## src/core/psc_pkg.sv

```systemverilog
/*
 Constants, field positions, timing counts and carrier types for the
 root-port status/control block. Assumes a 40 MHz hclk.
*/
// Functional notes
// Error while suspending allows one SOF
// Overcurrent going active sets bit 11
// Bit 11 cleared only by writing one
// Bit 10 tracks live overcurrent pin
// Port reset disables port, drives reset
// Bit 8 reports low-speed device, read-only
// Bit 7 reads one, ignores writes
// Writing one to bit 6 drives resume
// Suspended J-to-K for 32 us sets resume
// Resume set while suspended echoes K-state
// Clearing resume sends low-speed EOP first
// Line status: D+ bit 4, D- bit 5
// Line status refreshed only at EOF2
// Enable change set on disconnect or EOF2
// Enable change cleared by writing one
// Bits 12,2 encode disabled/enabled/suspended
// Zero writes keep flags; set beats clear
package psc_pkg;

   // ----------------------------------------------------------------
   // Register map
   // ----------------------------------------------------------------
   localparam logic [7:0] PSC_OFS = 8'h00;
   localparam logic [7:0] IRQ_ST_OFS = 8'h04;
   localparam logic [7:0] IRQ_MASK_OFS = 8'h08;
   localparam logic [7:0] CTRL_OFS = 8'h0C;

   // ----------------------------------------------------------------
   // Field positions
   // ----------------------------------------------------------------
   localparam int B_CCS = 0;
   localparam int B_EN = 2;
   localparam int B_PEDC = 3;
   localparam int B_LINE_DP = 4;
   localparam int B_LINE_DM = 5;
   localparam int B_RSM = 6;
   localparam int B_RSVD1 = 7;
   localparam int B_LS = 8;
   localparam int B_RST = 9;
   localparam int B_OCA = 10;
   localparam int B_OCI = 11;
   localparam int B_SUSP = 12;
   localparam int B_CTRL_RST = 0;
   localparam int IRQ_OC = 0;
   localparam int IRQ_PEDC = 1;
   localparam int IRQ_RSM = 2;
   localparam int IRQ_W = 3;
   localparam logic [15:0] PSC_RESET = 16'h0080;

   // ----------------------------------------------------------------
   // Timing
   // ----------------------------------------------------------------
   localparam int CLK_NS = 25;
   localparam int RESUME_US = 32;
   localparam int RESUME_CYC = (RESUME_US * 1000 + CLK_NS - 1) / CLK_NS;
   localparam int RSM_CNT_W = 11;
   localparam int LS_BIT_NS = 667;
   localparam int LS_BIT_CYC = (LS_BIT_NS + CLK_NS - 1) / CLK_NS;
   localparam int EOP_CNT_W = 7;
   localparam int EOP_SE0_CYC = 2 * LS_BIT_CYC;
   localparam int EOP_CYC = 3 * LS_BIT_CYC;

   // ----------------------------------------------------------------
   // Types
   // ----------------------------------------------------------------
   typedef enum logic [1:0] {
      DRV_IDLE = 2'b00,
      DRV_SE0 = 2'b01,
      DRV_J = 2'b10
   } psc_eop_t;

   typedef struct packed {
      logic dp;
      logic dm;
      logic oe;
   } psc_line_t;

endpackage : psc_pkg

```

## src/core/psc_port.sv

```systemverilog
/*
 Root-port status/control fields behind an AHB-Lite slave, with sticky
 interrupt status, mask and one level interrupt. Assumes all pins are
 synchronous to hclk and that frame timing supplies EOF2 and SOF pulses.
*/
`timescale 1ns/1ps
`default_nettype none
module psc_port (
   // Clock and reset
   input wire logic hclk,
   input wire logic hresetn,
   // AHB-Lite slave
   input wire logic hsel,
   input wire logic [31:0] haddr,
   input wire logic [1:0] htrans,
   input wire logic hwrite,
   input wire logic [2:0] hsize,
   input wire logic hready,
   input wire logic [31:0] hwdata,
   output logic [31:0] hrdata,
   output logic hreadyout,
   output logic hresp,
   // Port pins and frame timing
   input wire psc_pkg::psc_line_t line_in,
   input wire logic oc_n,
   input wire logic connected,
   input wire logic low_speed_attached,
   input wire logic eof2_pulse,
   input wire logic eof2_fault,
   input wire logic sof_pulse,
   input wire logic txn_idle,
   input wire logic susp_error,
   // Port drive and status
   output psc_pkg::psc_line_t line_out,
   output logic port_blocked,
   output logic irq
);
   import psc_pkg::*;

   // ----------------------------------------------------------------
   // State
   // ----------------------------------------------------------------
   typedef struct packed {
      logic en;
      logic susp;
      logic susp_req;
      logic sof_seen;
      logic oci;
      logic oc_prev;
      logic rst;
      logic rsm;
      logic [1:0] line;
      logic pedc;
      logic j_seen;
      psc_eop_t eop;
      logic [IRQ_W-1:0] irq_st;
      logic [IRQ_W-1:0] irq_mask;
      logic wr_pend;
      logic rd_pend;
      logic [7:0] addr;
      logic [31:0] rdata;
      logic ready;
      psc_line_t drv;
      logic blocked;
      logic irq;
   } psc_state_t;

   psc_state_t state_q;
   psc_state_t state_d;

   logic rsm_done;
   logic [EOP_CNT_W-1:0] eop_cnt;
   logic eop_done;
   logic rsm_run;
   logic oc_act;
   logic k_now;
   logic j_now;
   logic [15:0] psc_rd;

   // ----------------------------------------------------------------
   // Timers
   // ----------------------------------------------------------------
   psc_timer #(
      .W(RSM_CNT_W),
      .LIMIT(RSM_CNT_W'(RESUME_CYC))
   ) u_rsm_timer (
      .clk(hclk),
      .rst_n(hresetn),
      .run(rsm_run),
      .cnt(),
      .done(rsm_done)
   );

   psc_timer #(
      .W(EOP_CNT_W),
      .LIMIT(EOP_CNT_W'(EOP_CYC - 1))
   ) u_eop_timer (
      .clk(hclk),
      .rst_n(hresetn),
      .run(state_q.eop != DRV_IDLE),
      .cnt(eop_cnt),
      .done(eop_done)
   );

   // ----------------------------------------------------------------
   // Line decode and readback
   // ----------------------------------------------------------------
   // Overcurrent, speed and connect read live; line status is the EOF2 snapshot
   always_comb begin
      oc_act = ~oc_n;
      // J and K swap polarity for a low-speed device
      j_now = low_speed_attached ? (~line_in.dp & line_in.dm) : (line_in.dp & ~line_in.dm);
      k_now = low_speed_attached ? (line_in.dp & ~line_in.dm) : (~line_in.dp & line_in.dm);
      rsm_run = state_q.en && state_q.susp && state_q.j_seen && k_now && !state_q.rsm;
      psc_rd = 16'h0000;
      psc_rd[B_CCS] = connected;
      psc_rd[B_EN] = state_q.en;
      psc_rd[B_SUSP] = state_q.susp;
      psc_rd[B_PEDC] = state_q.pedc;
      psc_rd[B_LINE_DP] = state_q.line[0];
      psc_rd[B_LINE_DM] = state_q.line[1];
      psc_rd[B_RSM] = state_q.rsm;
      psc_rd[B_RSVD1] = PSC_RESET[B_RSVD1];
      psc_rd[B_LS] = low_speed_attached;
      psc_rd[B_RST] = state_q.rst;
      psc_rd[B_OCA] = oc_act;
      psc_rd[B_OCI] = state_q.oci;
   end

   // ----------------------------------------------------------------
   // Next state
   // ----------------------------------------------------------------
   always_comb begin
      state_d = state_q;

      // Bus data phase: read answers after one wait state
      // Read data come from a register, so the slave stalls once per read;
      // writes take no wait and land at the end of their data phase
      if (state_q.rd_pend) begin
         state_d.rd_pend = 1'b0;
         state_d.ready = 1'b1;
         case (state_q.addr)
            PSC_OFS: state_d.rdata = {16'h0000, psc_rd};
            IRQ_ST_OFS: state_d.rdata = {29'h0000000, state_q.irq_st};
            IRQ_MASK_OFS: state_d.rdata = {29'h0000000, state_q.irq_mask};
            CTRL_OFS: state_d.rdata = {31'h00000000, state_q.rst};
            default: state_d.rdata = 32'h00000000;
         endcase
      end

      // Bus write data phase; hardware sets below override the clears
      if (state_q.wr_pend) begin
         state_d.wr_pend = 1'b0;
         case (state_q.addr)
            PSC_OFS: begin
               if (hwdata[B_OCI]) begin
                  state_d.oci = 1'b0;
               end
               if (hwdata[B_PEDC]) begin
                  state_d.pedc = 1'b0;
               end
               // Software disable leaves the change flag alone
               // Enable only takes with a device present and no port reset
               if (!hwdata[B_EN]) begin
                  state_d.en = 1'b0;
                  state_d.susp = 1'b0;
                  state_d.susp_req = 1'b0;
               end else if (!state_q.en && connected && !state_q.rst) begin
                  state_d.en = 1'b1;
               end
               // Suspend is only requested; it takes hold once the bus is quiet, or after one SOF on an error
               if (!hwdata[B_SUSP]) begin
                  state_d.susp = 1'b0;
                  state_d.susp_req = 1'b0;
               end else if (state_q.en && !state_q.susp) begin
                  state_d.susp_req = 1'b1;
               end
               // Zero after one ends the driven resume with an EOP;
               // the bit keeps reading one until that EOP is over
               if (hwdata[B_RSM] && !state_q.rsm) begin
                  state_d.rsm = 1'b1;
               end else if (!hwdata[B_RSM] && state_q.rsm && state_q.eop == DRV_IDLE) begin
                  state_d.eop = DRV_SE0;
               end
            end
            IRQ_ST_OFS: state_d.irq_st = state_q.irq_st & ~hwdata[IRQ_W-1:0];
            IRQ_MASK_OFS: state_d.irq_mask = hwdata[IRQ_W-1:0];
            CTRL_OFS: state_d.rst = hwdata[B_CTRL_RST];
            default: state_d.wr_pend = 1'b0;
         endcase
      end

      // Address phase
      // Not taken in the read wait state; the master holds it until ready
      if (hsel && htrans[1] && hready && state_q.ready) begin
         state_d.addr = (haddr[31:8] == 24'h000000) ? haddr[7:0] : 8'hFF;
         if (hwrite) begin
            state_d.wr_pend = 1'b1;
         end else begin
            state_d.rd_pend = 1'b1;
            state_d.ready = 1'b0;
         end
      end

      // Overcurrent edge
      // Previous level resets inactive, so a pin already active at reset release makes an edge
      state_d.oc_prev = oc_act;
      if (oc_act && !state_q.oc_prev) begin
         state_d.oci = 1'b1;
         state_d.irq_st[IRQ_OC] = 1'b1;
      end

      // Suspend entry; an error lets one SOF through first
      // Without an error, suspend waits for the transaction in flight to end
      if (!state_q.susp_req) begin
         state_d.sof_seen = 1'b0;
      end else if (state_q.en) begin
         if (txn_idle || (susp_error && state_q.sof_seen)) begin
            state_d.susp = 1'b1;
            state_d.susp_req = 1'b0;
            state_d.sof_seen = 1'b0;
         end else if (susp_error && sof_pulse) begin
            state_d.sof_seen = 1'b1;
         end
      end

      // Resume detection
      // A J must follow suspend before a K counts; losing the K restarts the count
      if (!state_q.susp || state_q.rsm) begin
         state_d.j_seen = 1'b0;
      end else if (j_now) begin
         state_d.j_seen = 1'b1;
      end
      if (rsm_done) begin
         state_d.rsm = 1'b1;
         state_d.j_seen = 1'b0;
         state_d.irq_st[IRQ_RSM] = 1'b1;
      end

      // Low-speed EOP: two bits of SE0, one bit of J
      // The timer counts from zero on the first SE0 cycle, so both
      // limits stop one count short to keep two and one bit times
      case (state_q.eop)
         DRV_IDLE: state_d.eop = state_d.eop;
         DRV_SE0: begin
            if (eop_cnt == EOP_CNT_W'(EOP_SE0_CYC - 1)) begin
               state_d.eop = DRV_J;
            end
         end
         DRV_J: begin
            if (eop_done) begin
               state_d.eop = DRV_IDLE;
               state_d.rsm = 1'b0;
               state_d.susp = 1'b0;
            end
         end
         default: state_d.eop = DRV_IDLE;
      endcase

      // Line status sample
      // Sampled only at EOF2 so the field cannot change mid-frame
      if (eof2_pulse) begin
         state_d.line = {line_in.dm, line_in.dp};
      end

      // Hardware disable
      // Only a disconnect or an EOF2 fault sets the change flag
      if (state_q.en && (!connected || (eof2_pulse && eof2_fault))) begin
         state_d.en = 1'b0;
         state_d.susp = 1'b0;
         state_d.susp_req = 1'b0;
         state_d.pedc = 1'b1;
         state_d.irq_st[IRQ_PEDC] = 1'b1;
      end

      // Port reset holds the port disabled
      // Wins over any enable written in the same cycle
      if (state_q.rst) begin
         state_d.en = 1'b0;
         state_d.susp = 1'b0;
         state_d.susp_req = 1'b0;
      end

      // Line drive
      // Port reset first, then the EOP, then the resume K; taken from
      // the next state so pins and status bits move together
      state_d.drv = '{dp: 1'b0, dm: 1'b0, oe: 1'b0};
      if (state_d.rst || state_d.eop == DRV_SE0) begin
         state_d.drv.oe = 1'b1;
      end else if (state_d.eop == DRV_J) begin
         state_d.drv = '{dp: ~low_speed_attached, dm: low_speed_attached, oe: 1'b1};
      end else if (state_d.rsm && state_d.en) begin
         state_d.drv = '{dp: low_speed_attached, dm: ~low_speed_attached, oe: 1'b1};
      end

      state_d.blocked = state_d.susp && state_d.en;
      state_d.irq = |(state_d.irq_st & state_d.irq_mask);
   end

   // ----------------------------------------------------------------
   // Registers
   // ----------------------------------------------------------------
   always_ff @(posedge hclk or negedge hresetn) begin
      if (!hresetn) begin
         state_q <= '{
            en: 1'b0,
            susp: 1'b0,
            susp_req: 1'b0,
            sof_seen: 1'b0,
            oci: 1'b0,
            oc_prev: 1'b0,
            rst: 1'b0,
            rsm: 1'b0,
            line: 2'b00,
            pedc: 1'b0,
            j_seen: 1'b0,
            eop: DRV_IDLE,
            irq_st: 3'h0,
            irq_mask: 3'h0,
            wr_pend: 1'b0,
            rd_pend: 1'b0,
            addr: 8'h00,
            rdata: 32'h00000000,
            ready: 1'b1,
            drv: '{dp: 1'b0, dm: 1'b0, oe: 1'b0},
            blocked: 1'b0,
            irq: 1'b0
         };
      end else begin
         state_q <= state_d;
      end
   end

   // ----------------------------------------------------------------
   // Outputs
   // ----------------------------------------------------------------
   assign hrdata = state_q.rdata;
   assign hreadyout = state_q.ready;
   // Every transfer is answered OKAY
   assign hresp = 1'b0;
   assign line_out = state_q.drv;
   assign port_blocked = state_q.blocked;
   assign irq = state_q.irq;

endmodule : psc_port
`default_nettype wire

```

## src/core/psc_timer.sv

```systemverilog
/*
 Cycle counter that runs while enabled and flags when its limit is hit.
 Assumes run is synchronous to clk; dropping run restarts the count.
*/
`timescale 1ns/1ps
`default_nettype none
module psc_timer #(
   parameter int W = 8,
   parameter logic [W-1:0] LIMIT = '1
) (
   // Clock and reset
   input wire logic clk,
   input wire logic rst_n,
   // Control
   input wire logic run,
   // Status
   output logic [W-1:0] cnt,
   output logic done
);

   always_ff @(posedge clk or negedge rst_n) begin
      if (!rst_n) begin
         cnt <= '0;
      end else if (!run) begin
         cnt <= '0;
      end else if (cnt != LIMIT) begin
         cnt <= cnt + 1'b1;
      end
   end

   assign done = run && (cnt == LIMIT);

endmodule : psc_timer
`default_nettype wire

```

## config.mk

```make
export PLATFORM = sky130hd
export DESIGN_NAME = psc_port
export DESIGN_NICKNAME = d
export VERILOG_FILES = /design/src/core/psc_pkg.sv /design/src/core/psc_port.sv /design/src/core/psc_timer.sv
export SDC_FILE = /design/constraint.sdc
export NUM_CORES = 1
export LEC_CHECK = 0
export BUFFER_PORTS_ARGS = -buffer_cell sky130_fd_sc_hd__buf_2
export CORE_MARGIN = 5
export CORE_UTILIZATION = 53
export DETAILED_ROUTE_END_ITERATION = 7
export GPL_TIMING_DRIVEN = 0
export PLACE_DENSITY = 0.85
export SYNTH_ARGS = -nofsm -noshare
export SYNTH_HDL_FRONTEND = slang
export SYNTH_SLANG_ARGS = --single-unit
```

## constraint.sdc

```tcl
create_clock -name hclk -period 3.45 [get_ports hclk]
set_input_delay 0.1725 -clock hclk [delete_from_list [all_inputs] [get_ports hclk]]
set_output_delay 0.1725 -clock hclk [all_outputs]
set_load 0.02 [all_outputs]
```

==> qor.txt <==
H-tree Lvls: 3
grt total ovfl: 0
Avg WL per Cell: 14.2 um
R2R depth: 7
hold_ws: 21.0 ps
Die Ht: 89.9 um
number of flops mapped to enable cells by yosys: 0
first-pass GRT wire length: 12.7 mm
crit path to: line_out[1]
CTS tree: done
setup_tns: 0 ps
Worst path slowest cell: dfrtp_1
Final GP Congestion: 0.890
Synth Instances: 314
min Tclk post-route: 2250 ps
clk buf depth: 2
Core Rows: 29
Worst slew margin: 40.5%
DRT Pass-1 Iters: 6
Layout Nets: 509
crit path DAT: 2490 ps
Final Max Tran Viols: 0
#FFs+latches synth: 67
Finish-stage setup viols: 0
max incr delay on CP: 460 ps
Synth Area in Compound Gates: 12.2%
count leader, synth: dfrtp_1
Worst setup SP type: flip-flop
leak pwr: 0.00204 uW
IO Port Bufs: 73
Core Area: 6280 um2
worst vdd ir: 0.338 mV
post-synth top area share: 48.9%
FMAX: 0.444 GHz
worst path required time: 3690 ps
die area: 8070 um2
Hold Crit Class: input port to flip-flop
Pwr per Cell Area: 419 nW/um2
CP endpoint kind: flip-flop
asr flop ratio synth: 100%
area leader, netlist: dfrtp_1
vias in the first global route: 2743
Post-Synth XOR/XNOR Area: 3.63%
crit-path max FO: 6
DRT Wirelength: 7.10 mm
clk root buf: clkbuf_8
I/O pin cnt: 124
DRT iter0 DRCs: 102
final worst-path cycle share: 65.2%
Synth top cells by count: dfrtp_1 (66), buf_4 (36), nor2_1 (26)
Critical Path Source: u_rsm_timer.cnt[0]
cts bufs inserted: 9
post-cts sizing count: 0
routed vias: 2627
Vias/cell: 5.24
dpl hpwl: 5.37 mm
synthesized cell area: 3380 um2
RSZ-0062 raised after global routing: no
# Max-Cap Violations: 0
Post-Synth Adder-Cell Area: 1.85%
Num Clock Sinks: 67
Clock Skew: 9.05 ps
Slew @ Worst Pin: 885 ps
yosys warns: 0
clock-pin transition on the worst setup and hold timing paths: 70 ps
share of cells above drive strength 1: 33.3%
syn avg cell area: 10.8 um2
multiplexer share of the synthesized area: 3.04%
DR DRC count: 0
Reg-to-Reg End: line_out[1]
CP Class: flip-flop to flip-flop
initial antenna violation count: 0
n_diodes: 0
status: finished clean
fill count: 492
critical path, cell by cell: inv_1 -> ha_1 -> nor4bb_1 -> nand4b_1 -> nor2_1 -> o311ai_1 -> o31ai_1
largest family of logic cells by synthesized area: simple AND/OR/NAND/NOR gates
Fin. Hold Viols: 0
pin count of the biggest net entering global routing: 68
worst hold path cell count: 2
Antenna Violating Nets Remaining: 0
GRT Util Overall: 18.8%
area share of and/or/nand/nor cells after synthesis: 19.3%
worst reg2reg startpoint: u_rsm_timer.cnt[0]
Synth Flop Type: dfrtp_1
sequential fraction of the synthesis area: 49.6%
Die X-Extent: 89.9 um
post-synth cell types: 58
ranking of synthesized cells by area: dfrtp_1 (49%), buf_4 (8.0%), nor2_1 (2.9%)
R2R Setup Slk: 1200 ps
Area growth, synth to finish: 23.2%
Clk Latency, worst-skew pair: 340 ps
Initial Util: 53.8%
## area by class of cell
| type | count | area (um2) | share of cell area, % |
|---|---|---|---|
| timing repair buffer | 75 | 388 | 9.32 |
| inverter | 12 | 45.0 | 1.08 |
| buffer | 43 | 299 | 7.18 |
| sequential | 67 | 1680 | 40.3 |
| clock buffer | 12 | 155 | 3.73 |
| clock inverter | 4 | 72.6 | 1.74 |
| multi-input combinational | 211 | 1430 | 34.3 |
| tap | 77 | 96.3 | 2.31 |
## placed cells by master (no fill, tap or decap), types with 10 or more instances in the layout
cell,n
a22o_1,10
buf_2,74
buf_4,37
clkbuf_8,11
conb_1,20
dfrtp_1,66
inv_1,12
nand2_1,14
nand3_1,12
nor2_1,26
xor2_1,10
## registers in the layout, summed over array words and instances (netlist names)
register / count
port_blocked: 1
u_rsm_timer.cnt: 11
hrdata: 13
irq: 1
state_q: 22
hreadyout: 1
u_eop_timer.cnt: 7
line_out: 3
psc_rd: 8
## metrics by stage
| step | std cells | total power [uW] | utilization (%) | area [um2] | worst slack (ps) |
|---|---|---|---|---|---|
| 2_1_floorplan | 333 | 945 | - | 3450 | 1600 |
| 3_3_place_gp | 483 | 1010 | 62.3 | 3910 | 1260 |
| 3_5_place_dp | 483 | 1020 | 62.4 | 3920 | 1200 |
| 4_1_cts | 501 | 1760 | 66.3 | 4160 | 1190 |
| 5_1_grt | 501 | 1810 | 66.3 | 4160 | 960 |
| 6_report | 501 | 1740 | 66.3 | 4160 | 1200 |
## layer usage
layer  GRT usage [%]  up-vias  routed length (um)
li1                -     1288                   -
met1            23.8     1247                3130
met2            30.0       75                3380
met3            5.09       17                 391
met4            8.31        0                 195
met5               0        -                   0
## kinds of logic (layout without fill, tap and decap cells)
logic type	after synthesis	count (layout)
AO/OA/AOI/OAI	54	54
adder cells (fa/ha/maj)	5	5
multiplexers	8	8
AND/OR/NAND/NOR	110	110
flip-flops	67	67
other	1	20
XOR/XNOR	14	14
buffers and inverters	55	146
## power by group
group	switching (uW)	internal (uW)
sequential	18.8	814
clock	290	445
combinational	96.3	77.4
## critical path, delay by kind of cell, from the launching register on
kind	cells	cell delay, ps
flops	1	460
buf+inv	1	110
fa+ha+maj	1	130
compound gates	2	490
simple gates	3	960
## how the worst min path moves through the flow
stage,startpoint,end,slack [ps]
finish,hwrite,state_q[46],20
CTS,hwrite,state_q[46],5
global placement,oc_n,state_q[62],350
detailed placement,hresetn,hrdata[0],320
floorplan,hresetn,hrdata[0],-120
global route,hwrite,state_q[46],20
## repair_timing
action / 4_1_cts / 5_1_grt
hold buffers: 2 / 0
hold endpoints to repair: 67 / 0
buffers inserted: 0 / 0
setup endpoints to repair: 0 / 0
Note: power is estimated with default switching activity, not from simulation.
